### config.mk
export PLATFORM = sky130hd
export DESIGN_NAME = pfi_top
export DESIGN_NICKNAME = d
export VERILOG_FILES = /design/src/rtl/pfi_pkg.sv /design/src/rtl/pfi_top.sv
export VERILOG_INCLUDE_DIRS = /design/src /design/src/rtl
export SDC_FILE = /design/constraint.sdc
export NUM_CORES = 2
export LEC_CHECK = 0
export BUFFER_PORTS_ARGS = -buffer_cell sky130_fd_sc_hd__buf_2
export CORE_MARGIN = 5
export CORE_UTILIZATION = 34
export CTS_CLUSTER_SIZE = 14
export DETAILED_ROUTE_END_ITERATION = 12
export PLACE_DENSITY = 0.6
export SLEW_MARGIN = 15
export SYNTH_ARGS = -nofsm -noshare
export SYNTH_HDL_FRONTEND = slang
export SYNTH_SLANG_ARGS = --single-unit
### constraint.sdc
create_clock -name CORE_CLK -period 16.5 [get_ports CORE_CLK]
set_clock_uncertainty 0.15 [all_clocks]
set_input_delay 2.475 -clock CORE_CLK [delete_from_list [all_inputs] [get_ports CORE_CLK]]
set_output_delay 2.475 -clock CORE_CLK [all_outputs]
set_load 0.05 [all_outputs]
### src/rtl/pfi_cfg.svh
// constants of the pll fabric interface model
// assumes: included by the package and the top module, after nothing else
//
// Behaviour
// - internal feedback: output rate is ref times M over N times O times C.
// - local/core feedback: output rate is ref times M times C0 over N times C.
// - detector rate is ref over N; post-divider rate is oscillator over O.
// - two-bit select picks one of four reference inputs, changeable at run time.
// - pll is held in reset while its active-low reset is low.
// - lock rises on achieving lock and falls on loss of lock.
// - lock keeps its level when the selected reference stops toggling.
// - three output clocks are provided for the global clock network.
// - reference source is pad, core clock, or dynamic among four inputs.
// - phase shift allowed only with C of 2, 4 or 6 as listed.
`ifndef PFI_CFG_SVH
`define PFI_CFG_SVH

// -----------------------------------------------------------------
// widths and limits
// -----------------------------------------------------------------
`define PFI_PER_W        16
`define PFI_ACC_W        34
`define PFI_NUM_W        20
`define PFI_DEN_W        16
`define PFI_STALL_CYCLES 16'hffff
`define PFI_PERIOD_TOL   16'h0001
`define PFI_LOCK_EDGES   4'h8
`define PFI_MOC_LIMIT    20'h000ff
`define PFI_PAD_INPUT    2'h0
`define PFI_CORE_INPUT   2'h1

// -----------------------------------------------------------------
// phase codes and divider values that permit them
// -----------------------------------------------------------------
`define PFI_PH_0         3'h0
`define PFI_PH_45        3'h1
`define PFI_PH_90        3'h2
`define PFI_PH_135       3'h3
`define PFI_PH_180       3'h4
`define PFI_PH_270       3'h5
`define PFI_Q_270        3'h6
`define PFI_DIV_2        9'h002
`define PFI_DIV_4        9'h004
`define PFI_DIV_6        9'h006

`endif

### src/rtl/pfi_pkg.sv
// types shared by the pll fabric interface model
// assumes: pfi_cfg.svh is on the include path
`include "pfi_cfg.svh"

package pfi_pkg;

  typedef enum logic [1:0] {
    PFI_FB_INTERNAL = 2'h0,
    PFI_FB_LOCAL    = 2'h1,
    PFI_FB_CORE     = 2'h2
  } pfi_fb_t;

  typedef enum logic [1:0] {
    PFI_SRC_PAD     = 2'h0,
    PFI_SRC_CORE    = 2'h1,
    PFI_SRC_DYNAMIC = 2'h2
  } pfi_src_t;

  typedef struct packed {
    logic [7:0] mult;
    logic [3:0] prediv;
    logic [3:0] postdiv;
    logic [8:0] div0;
    logic [8:0] div1;
    logic [8:0] div2;
    logic [2:0] phase0;
    logic [2:0] phase1;
    logic [2:0] phase2;
    logic [2:0] out_en;
    pfi_fb_t    fb_mode;
    pfi_src_t   src_mode;
  } pfi_settings_t;

endpackage : pfi_pkg

### src/rtl/pfi_top.sv
// cycle-level model of a pll as seen from the fabric: reference select,
// pll reset, lock and three synthesized output clocks
// assumes: CORE_CLK well above every reference and output rate; settings
// and pll reset come from logic on CORE_CLK; reference and feedback are pins
`timescale 1ns/1ps
`include "pfi_cfg.svh"

module pfi_top
  import pfi_pkg::*;
(
  // clock and reset
  input  wire logic          CORE_CLK,
  input  wire logic          RESETN,
  // reference and feedback pins
  input  wire logic [3:0]    REFERENCE_CLOCK_INPUTS,
  input  wire logic          FABRIC_FEEDBACK_CLOCK,
  // user control
  input  wire logic [1:0]    REFERENCE_SELECT,
  input  wire logic          PLL_RESET_LOW,
  input  wire pfi_settings_t PLL_SETTINGS,
  // clocks and status
  output logic               OUTPUT_CLOCK_ZERO,
  output logic               OUTPUT_CLOCK_ONE,
  output logic               OUTPUT_CLOCK_TWO,
  output logic               PFD_CLOCK,
  output logic               POST_DIVIDER_CLOCK,
  output logic               LOCKED,
  output logic               SETTING_ERROR
);

  // -----------------------------------------------------------------
  // decoding helpers
  // -----------------------------------------------------------------
  // quarter-half-period steps for a phase code, zero if the divider forbids it
  function automatic logic [2:0] phase_q(input logic [2:0] code, input logic [8:0] div);
    logic [2:0] q;
    q = `PFI_PH_0;
    case (code)
      `PFI_PH_45:  q = (div == `PFI_DIV_4) ? `PFI_PH_45 : `PFI_PH_0;
      `PFI_PH_90:  q = (div == `PFI_DIV_2 || div == `PFI_DIV_4 || div == `PFI_DIV_6) ? `PFI_PH_90 : `PFI_PH_0;
      `PFI_PH_135: q = (div == `PFI_DIV_4) ? `PFI_PH_135 : `PFI_PH_0;
      `PFI_PH_180: q = (div == `PFI_DIV_2) ? `PFI_PH_180 : `PFI_PH_0;
      `PFI_PH_270: q = (div == `PFI_DIV_2) ? `PFI_Q_270 : `PFI_PH_0;
      default:     q = `PFI_PH_0;
    endcase
    return q;
  endfunction : phase_q

  // -----------------------------------------------------------------
  // pin synchronisers
  // -----------------------------------------------------------------
  logic [3:0] ref_s1_reg;
  logic [3:0] ref_s2_reg;
  logic       fb_s1_reg;
  logic       fb_s2_reg;
  logic       fb_prev_reg;
  logic       ref_prev_reg;
  logic       ref_now;

  always_ff @(posedge CORE_CLK or negedge RESETN) begin
    if (!RESETN) begin
      ref_s1_reg   <= 4'h0;
      ref_s2_reg   <= 4'h0;
      fb_s1_reg    <= 1'b0;
      fb_s2_reg    <= 1'b0;
      fb_prev_reg  <= 1'b0;
      ref_prev_reg <= 1'b0;
    end else begin
      ref_s1_reg   <= REFERENCE_CLOCK_INPUTS;
      ref_s2_reg   <= ref_s1_reg;
      fb_s1_reg    <= FABRIC_FEEDBACK_CLOCK;
      fb_s2_reg    <= fb_s1_reg;
      fb_prev_reg  <= fb_s2_reg;
      ref_prev_reg <= ref_now;
    end
  end

  // -----------------------------------------------------------------
  // reference source and settings check
  // -----------------------------------------------------------------
  logic [1:0]            src_idx;
  logic                  ref_edge;
  logic                  fb_edge;
  logic [`PFI_NUM_W-1:0] moc;
  logic [1:0]            en_count;
  logic                  cfg_err;
  logic                  run;

  // a select change under a running pll would glitch the period measure
  assign src_idx  = (PLL_SETTINGS.src_mode == PFI_SRC_DYNAMIC) ? REFERENCE_SELECT :
                    (PLL_SETTINGS.src_mode == PFI_SRC_CORE) ? `PFI_CORE_INPUT : `PFI_PAD_INPUT;
  assign ref_now  = ref_s2_reg[src_idx];
  assign ref_edge = ref_now & ~ref_prev_reg;
  assign fb_edge  = fb_s2_reg & ~fb_prev_reg;

  assign moc      = `PFI_NUM_W'(PLL_SETTINGS.mult * PLL_SETTINGS.postdiv * PLL_SETTINGS.div0);
  assign en_count = 2'(PLL_SETTINGS.out_en[0] + PLL_SETTINGS.out_en[1] + PLL_SETTINGS.out_en[2]);
  // bad settings keep the loop in reset instead of producing wrong clocks
  assign cfg_err  = (PLL_SETTINGS.fb_mode != PFI_FB_INTERNAL && moc > `PFI_MOC_LIMIT)
                  || !(PLL_SETTINGS.postdiv inside {4'h1, 4'h2, 4'h4, 4'h8})
                  || (PLL_SETTINGS.postdiv == 4'h1 && en_count > 2'h1)
                  || PLL_SETTINGS.mult == 8'h00 || PLL_SETTINGS.prediv == 4'h0
                  || PLL_SETTINGS.div0 == 9'h000 || PLL_SETTINGS.div1 == 9'h000
                  || PLL_SETTINGS.div2 == 9'h000 || PLL_SETTINGS.fb_mode == 2'h3;
  assign run      = PLL_RESET_LOW & ~cfg_err;

  // -----------------------------------------------------------------
  // period measure and lock detect
  // -----------------------------------------------------------------
  logic [`PFI_PER_W-1:0] gap_reg;
  logic [`PFI_PER_W-1:0] period_reg;
  logic [3:0]            stable_reg;
  logic                  fb_seen_reg;
  logic                  lock_reg;
  logic                  lock_next;
  logic                  stalled;
  logic                  period_match;
  logic [`PFI_PER_W-1:0] gap_len;

  assign stalled      = (gap_reg == `PFI_STALL_CYCLES);
  assign gap_len      = gap_reg + `PFI_PER_W'(1);
  assign period_match = (gap_len >= period_reg - `PFI_PERIOD_TOL) && (gap_len <= period_reg + `PFI_PERIOD_TOL);
  assign lock_next    = !run                                              ? 1'b0 :
                        stalled                                           ? lock_reg :
                        (ref_edge && !period_match)                       ? 1'b0 :
                        (stable_reg == `PFI_LOCK_EDGES &&
                         (PLL_SETTINGS.fb_mode != PFI_FB_CORE || fb_seen_reg)) ? 1'b1 :
                        lock_reg;

  always_ff @(posedge CORE_CLK or negedge RESETN) begin
    if (!RESETN) begin
      gap_reg     <= 16'h0000;
      period_reg  <= 16'h0000;
      stable_reg  <= 4'h0;
      fb_seen_reg <= 1'b0;
      lock_reg    <= 1'b0;
    end else begin
      lock_reg    <= lock_next;
      fb_seen_reg <= run & (fb_seen_reg | fb_edge);
      if (ref_edge) begin
        gap_reg    <= 16'h0000;
        period_reg <= gap_len;
      end else if (!stalled) begin
        gap_reg <= gap_len;
      end
      if (!run || (ref_edge && !period_match)) begin
        stable_reg <= 4'h0;
      end else if (ref_edge && stable_reg != `PFI_LOCK_EDGES) begin
        stable_reg <= stable_reg + 4'h1;
      end
    end
  end

  // -----------------------------------------------------------------
  // clock synthesis: 0..2 outputs, 3 detector, 4 post-divider
  // -----------------------------------------------------------------
  // each channel toggles when its accumulator passes period*den, so its rate
  // is num/(period*den) of the core rate, or 1/(period*den) for the detector; above half the core rate it saturates
  logic [`PFI_NUM_W-1:0] num;
  logic [`PFI_DEN_W-1:0] loop_den;
  logic [`PFI_DEN_W-1:0] den  [5];
  logic [8:0]            divs [3];
  logic [2:0]            q    [5];
  logic [4:0]            en;
  logic [4:0]            clk_reg;
  logic                  fb_prime;

  assign num      = (PLL_SETTINGS.fb_mode == PFI_FB_INTERNAL) ? `PFI_NUM_W'(PLL_SETTINGS.mult) :
                    `PFI_NUM_W'(PLL_SETTINGS.mult * PLL_SETTINGS.div0);
  assign loop_den = (PLL_SETTINGS.fb_mode == PFI_FB_INTERNAL) ?
                    `PFI_DEN_W'(PLL_SETTINGS.prediv * PLL_SETTINGS.postdiv) : `PFI_DEN_W'(PLL_SETTINGS.prediv);
  assign divs[0]  = PLL_SETTINGS.div0;
  assign divs[1]  = PLL_SETTINGS.div1;
  assign divs[2]  = PLL_SETTINGS.div2;
  assign q[0]     = phase_q(PLL_SETTINGS.phase0, PLL_SETTINGS.div0);
  assign q[1]     = phase_q(PLL_SETTINGS.phase1, PLL_SETTINGS.div1);
  assign q[2]     = phase_q(PLL_SETTINGS.phase2, PLL_SETTINGS.div2);
  assign q[3]     = `PFI_PH_0;
  assign q[4]     = `PFI_PH_0;
  assign den[3]   = `PFI_DEN_W'(PLL_SETTINGS.prediv);
  assign den[4]   = loop_den;
  assign en       = {2'b11, PLL_SETTINGS.out_en};
  // core feedback: output zero runs once the period settles, else the loop never closes;
  // only output zero is primed, so the fabric must feed back that one
  assign fb_prime = (PLL_SETTINGS.fb_mode == PFI_FB_CORE) && (stable_reg == `PFI_LOCK_EDGES);

  genvar k;
  generate
    for (k = 0; k < 3; k++) begin : g_den
      assign den[k] = `PFI_DEN_W'(loop_den * divs[k]);
    end
    for (k = 0; k < 5; k++) begin : g_chan
      logic [`PFI_ACC_W-1:0] acc_reg;
      logic [`PFI_ACC_W-1:0] acc_sum;
      logic [`PFI_ACC_W-1:0] thr;
      logic [`PFI_ACC_W-1:0] offset;
      logic [`PFI_NUM_W:0]   inc;
      logic                  active;

      assign inc    = (k == 3) ? (`PFI_NUM_W+1)'(2) : {num, 1'b0};
      assign thr    = `PFI_ACC_W'(period_reg * den[k]);
      assign offset = `PFI_ACC_W'((thr >> 2) * q[k]);
      assign acc_sum = acc_reg + `PFI_ACC_W'(inc);
      assign active = run & en[k] & (lock_reg | ((k == 0) & fb_prime));

      always_ff @(posedge CORE_CLK or negedge RESETN) begin
        if (!RESETN) begin
          acc_reg    <= 34'h0;
          clk_reg[k] <= 1'b0;
        end else if (!active) begin
          acc_reg    <= offset;
          clk_reg[k] <= 1'b0;
        end else if (acc_sum >= thr) begin
          acc_reg    <= acc_sum - thr;
          clk_reg[k] <= ~clk_reg[k];
        end else begin
          acc_reg <= acc_sum;
        end
      end
    end
  endgenerate

  logic err_reg;

  always_ff @(posedge CORE_CLK or negedge RESETN) begin
    if (!RESETN) begin
      err_reg <= 1'b0;
    end else begin
      err_reg <= cfg_err;
    end
  end

  assign OUTPUT_CLOCK_ZERO  = clk_reg[0];
  assign OUTPUT_CLOCK_ONE   = clk_reg[1];
  assign OUTPUT_CLOCK_TWO   = clk_reg[2];
  assign PFD_CLOCK          = clk_reg[3];
  assign POST_DIVIDER_CLOCK = clk_reg[4];
  assign LOCKED             = lock_reg;
  assign SETTING_ERROR      = err_reg;

  // -----------------------------------------------------------------
  // assertions
  // -----------------------------------------------------------------
  a_reset_clears_lock: assert property (@(posedge CORE_CLK) disable iff (!RESETN)
    !PLL_RESET_LOW |=> !LOCKED) else $error("lock high after pll reset");
  a_reset_stops_clocks: assert property (@(posedge CORE_CLK) disable iff (!RESETN)
    !PLL_RESET_LOW |=> !LOCKED ##1 (!OUTPUT_CLOCK_ZERO && !OUTPUT_CLOCK_ONE && !OUTPUT_CLOCK_TWO))
    else $error("output clock running in pll reset");
  a_lock_needs_edges: assert property (@(posedge CORE_CLK) disable iff (!RESETN)
    $rose(LOCKED) |-> $past(stable_reg) == `PFI_LOCK_EDGES) else $error("lock without stable edges");
  a_lock_loss_drop: assert property (@(posedge CORE_CLK) disable iff (!RESETN)
    LOCKED && ref_edge && !period_match && !stalled |=> !LOCKED) else $error("lock kept after loss");
  a_stall_holds_lock: assert property (@(posedge CORE_CLK) disable iff (!RESETN)
    run && stalled |=> $stable(LOCKED)) else $error("lock moved on stopped reference");
  a_dynamic_select: assert property (@(posedge CORE_CLK) disable iff (!RESETN)
    PLL_SETTINGS.src_mode == PFI_SRC_DYNAMIC |-> src_idx == REFERENCE_SELECT) else $error("wrong source");
  a_phase_filter: assert property (@(posedge CORE_CLK) disable iff (!RESETN)
    PLL_SETTINGS.div1 != `PFI_DIV_4 && PLL_SETTINGS.phase1 == `PFI_PH_45 |-> q[1] == `PFI_PH_0)
    else $error("forbidden phase accepted");
  a_core_fb_gate: assert property (@(posedge CORE_CLK) disable iff (!RESETN)
    PLL_SETTINGS.fb_mode == PFI_FB_CORE && !fb_seen_reg && !LOCKED |=> !LOCKED)
    else $error("core feedback lock without feedback");
  a_setting_limit: assert property (@(posedge CORE_CLK) disable iff (!RESETN)
    PLL_SETTINGS.fb_mode == PFI_FB_LOCAL && moc > `PFI_MOC_LIMIT |=> SETTING_ERROR && !LOCKED)
    else $error("oversized feedback product not flagged");

endmodule : pfi_top

# Word-level counts from Yosys, hierarchy flattened
# Cells that the tools add are included.
# op_classes
add_sub_neg	16
n_mul	15
order_cmp	10
eq_ne	44
mux	52
bitwise	21
n_reduce_logical	36
# ops
operator	count
34-bit two-way mux	10
34-bit by 18-bit adder with 34-bit output	4
34-bit by 32-bit >= comparator with 1-bit output	3
34-bit by 32-bit subtractor with 34-bit output	3
30-bit by 3-bit multiplier with 33-bit output	3
16-bit by 16-bit multiplier with 32-bit output	3
9-bit by 3-bit equality test with 1-bit output (second input constant)	6
8-bit by 9-bit multiplier with 16-bit output	3
3-bit one-hot mux with 5 select lines	3
34-bit by 2-bit adder with 34-bit output (second input constant)	1
34-bit by 20-bit >= comparator with 1-bit output	1
34-bit by 24-bit >= comparator with 1-bit output	1
34-bit by 20-bit subtractor with 34-bit output	1
34-bit by 24-bit subtractor with 34-bit output	1
16-bit by 1-bit adder with 16-bit output (second input constant)	2
16-bit two-way mux	2
9-bit by 2-bit equality test with 1-bit output (second input constant)	3
9-bit zero test	3
16-bit by 8-bit multiplier with 24-bit output	1
20-bit by 8-bit greater-than comparator with 1-bit output (second input constant)	1
12-bit by 9-bit multiplier with 20-bit output	1
16-bit by 4-bit multiplier with 20-bit output	1
1-bit two-way mux	19
3-bit by 2-bit equality test with 1-bit output (second input constant)	6
42 further kinds	112
# totals
ff_bits	226
in_bits	69

# Depth between registers and ports, before layout
# logic_depth
depth_word	17
mapped_depth	66

# Worst setup path before layout
# Ideal clock, no wire load.
# synth_path
path_kind	in2reg
start	in PLL_SETTINGS[47] (netlist name)
end	reg g_chan[2].acc_reg[30]
setup_time_ns	0.125
t_arrival_ns	16.793
path_slack_ns	-0.568
stages	62
path_buffers	5
path_cell_list	clkbuf_1 clkbuf_1 nand2_1 fa_1 inv_1 fa_1 ha_1 a21o_1 a21o_1 a21o_1 a21oi_1 xor2_1 nor2_1 clkbuf_1 nand2_1 fa_1 fa_1 fa_1 [... 26 more ...] a21o_1 a21o_1 or3_1 a211o_1 a31oi_1 xnor2_1 inv_1 ha_1 a21o_1 a21o_1 a21oi_1 a31oi_1 o21ai_0 o21ai_0 or4_1 buf_2 mux2_2 mux2_2
# synth_via
elab_chain_cells	11
word_cells_on_any_way	19
classes_between	add/sub: 1; mul: 4; order compare: 1; mux: 3; bitwise: 4; reduce/logical: 6
# synth_lines
item	line	rtl
from (decl)	pfi_top.sv:20	input wire pfi_settings_t PLL_SETTINGS,
parallel branches: the longest is 10 deep, another holds 30-bit by 3-bit multiplier with 33-bit output	--	
34-bit two-way mux *	pfi_top.sv:210	end else if (!active) begin
to (signal assigned)	pfi_top.sv:211	acc_reg <= offset;
to (signal assigned)	pfi_top.sv:214	acc_reg <= acc_sum - thr;
to (signal assigned)	pfi_top.sv:217	acc_reg <= acc_sum;
to (decl)	pfi_top.sv:193	logic [`PFI_ACC_W-1:0] acc_reg;
# Every way passes the cells marked *.
# A chain may end at the register's enable or synchronous reset.

# Worst setup path in the final report
# layout_path
start	in PLL_SETTINGS[49] (netlist name)
end	reg g_chan[0].acc_reg[31]
# layout_via
elab_chain_cells	11
word_cells_on_any_way	19
classes_between	add/sub: 1; mul: 4; order compare: 1; mux: 3; bitwise: 4; reduce/logical: 6
# layout_lines
item	line
parallel branches: the longest is 10 deep, another holds 30-bit by 3-bit multiplier with 33-bit output	--
34-bit two-way mux *	pfi_top.sv:210
to (signal assigned)	pfi_top.sv:211
to (signal assigned)	pfi_top.sv:214
to (signal assigned)	pfi_top.sv:217
to (decl)	pfi_top.sv:193
# Marks and branches as above.

==> qor.yml <==
n_fill_cell: 22240
route.detailed.drc: 0
ios: 76
tns_ns: 0
drt-wirelength-per-cell_microns: 17.52
synth.largest_area_cell: "fa_1"
syn_to_final_growth_pct: 17.22
tightestPinTransition_ns: 1.049
synth_top_flop_cell: "dfrtp_1"
setup_viol: 0
wl_met2_mm: 106.7
cp_slowest_cell: "fa_1"
hold_violations: 0
critPathMostFrequentCell: "fa_1"
die_area_sq_mm: 0.2322
gp_congestion: 0.9133
syn-instance-count: 9361
slew_headroom: 0.3002
ant_nets: 0
synth_seq_cells: 226
grt_pass1_wl_mm: 365.9
clock_sinks: 226
dp_hpwl_mm: 182.0
gr-total-overflow: 0
min_path_type: "reg2reg"
required_ns: 16.83
drive_above_1_share: 0.1416
drt_first_pass_iters: 6
highest_layer: "met5"
via_per_inst: 5.083
floorplan.rows: 173
synthArstFlopShare: 1.000
max_stage_delay_ns: 0.57
finalCritPeriodShare: 0.9926
port_buffers: 75
grt_setup_unrepaired: "true"
die_height_microns: 481.9
cts_root_buffer: "clkbuf_16"
placed_cells: 12860
ys.warnings.count: 0
slew_viol_final: 0
wl_met1_mm: 101.8
ctsHoldBuffers: 0
drv_cap: 0
path_class: "in2reg"
wl_met3_mm: 13.02
core-area_sq_mm: 0.2219
max_freq_mhz: 61.06
synthesis.area_sq_mm: 0.07571
critPathMaxFanout: 13
clk_pin_slew_worst_paths_ns: 0.05
drt_iter0_markers: 4098
synthTopCellsByCount: "inv_1, nand2_1, fa_1"
fin_crit_ns: 16.38
critical_path_arrival_ns: 16.71
cts_buffer_depth: 3
multi_input_area_sq_mm: 0.06455
synth_edf_count: 0
num_vias: 66180
hold_slack_ns: 0.1947
synth.top_cell.area_share: 0.2752
yosysSeqAreaShare: 0.07469
grt_pass1_vias: 68690
largest_reg_flops: 170
status: "completed"
finalNetCount: 12040
wl_mm: 228.1
regArea_sq_mm: 0.005675
syn_nets: 11400
die_width_microns: 481.9
synth.distinct_cells: 92
worstSkewPairLatency_ns: 0.65
synthTopCellsByArea: "fa_1, ha_1, inv_1"
critical_path.endpoint_type: "flip-flop"
grt_max_degree: 68
grtUsageTotal: 0.1931
final_cells: 13020
synth.most_common_cell: "inv_1"
htreeDepth: 2
cts_tree: "yes"
start_kind: "input pin"
initial_utilization: 0.3413
cts_buffers: 38
grt_antenna_before_repair: 20
avgSynthCellArea_sq_um: 8.088
[per-stage QoR]
stage | util | worst slack (ns) | cell area, sq um
after floorplan | - | -0.07722 | 75780
after global placement | 0.3825 | -1.032 | 84880
after detailed placement | 0.3825 | -0.9875 | 84880
after CTS | 0.3891 | -0.02147 | 86320
after global routing | 0.3999 | -0.2850 | 88740
final | 0.4000 | 0.1215 | 88760
[worst max-delay path: cells and delay by family]
kind                     cells  cell delay, ns
AND/OR/NAND/NOR              9            1.15
buffers and inverters       12            1.18
adder cells (fa/ha/maj)     17            7.82
XOR/XNOR                     4            0.64
AO/OA/AOI/OAI               20            3.38
[area by class of cell]
cell class | instances | area share
Multi-Input combinational cell | 7189 | 0.7273
Timing Repair Buffer | 972 | 0.08530
Inverter | 1575 | 0.06664
Sequential cell | 226 | 0.06394
Tap cell | 2975 | 0.04194
Clock buffer | 51 | 0.01207
Clock inverter | 18 | 0.002439
Antenna cell | 13 | 0.0003665
[layout by cell type, fill, tap and decap left out, drive strengths merged, types with 18 or more instances in the layout]
cell / Yosys / final
a211oi: 54 / 54
a21boi: 21 / 21
a21o: 172 / 172
a21oi: 422 / 422
a31oi: 37 / 37
and2: 593 / 593
and3: 94 / 94
and4: 21 / 21
buf: 38 / 964
clkbuf: 333 / 59
dfrtp: 226 / 226
fa: 1041 / 1041
ha: 931 / 931
inv: 1575 / 1576
mux2i: 103 / 103
nand2: 1378 / 1378
nand2b: 91 / 91
nand3: 150 / 150
nand4: 60 / 60
nor2: 395 / 395
nor2b: 87 / 87
nor3: 122 / 122
nor4: 29 / 29
o211ai: 32 / 32
o21a: 88 / 88
o21ai: 280 / 280
o21bai: 76 / 76
o31ai: 26 / 26
or2: 18 / 18
or3: 43 / 43
xnor2: 391 / 391
xor2: 171 / 171
[kinds of logic (layout without fill, tap and decap cells)]
logic type / count (synthesis) / in the layout / share of synthesized area
AND/OR/NAND/NOR: 3143 / 3143 / 0.1993
adder cells (fa/ha/maj): 1972 / 1972 / 0.4291
buffers and inverters: 1946 / 2616 / 0.09750
AO/OA/AOI/OAI: 1394 / 1394 / 0.1184
XOR/XNOR: 562 / 562 / 0.06501
flip-flops: 226 / 226 / 0.07469
multiplexers: 118 / 118 / 0.01600
other: 0 / 13 / 0
[worst paths after layout]
| check | start | end | slack [ns] | cells after the start |
|---|---|---|---|---|
| min reg2reg | ref_s1_reg[1] | ref_s2_reg[1] | 0.19 | 0 |
| min | ref_s1_reg[1] | ref_s2_reg[1] | 0.19 | 0 |
| max | PLL_SETTINGS[49] | g_chan[0].acc_reg[31] | 0.12 | 62 |
| min in group asynchronous | RESETN | g_chan[1].acc_reg[23] | 1.62 | 1 |
| max reg2reg | period_reg[7] | g_chan[0].acc_reg[31] | 6.26 | 39 |
| max in group asynchronous | RESETN | period_reg[0] | 12.39 | 3 |
[per-layer routing]
metal  vias to the layer above  track usage
met5                         -            0
met4                         4      0.05508
met3                       341      0.02542
met2                      1700       0.3228
met1                     32880       0.2618
li1                      31250            -
[what timing repair did]
action / 4_1_cts / 5_1_grt
endpoints found under the hold margin: 0 / 0
pin swaps: 13 / 156
gates cloned: 0 / 10
buffers inserted: 4 / 61
resized for setup: 25 / 371
setup endpoints to repair: 75 / 105
Power is not shown: default switching activity piles up to over one toggle a cycle in this logic, so the estimate is an artifact.
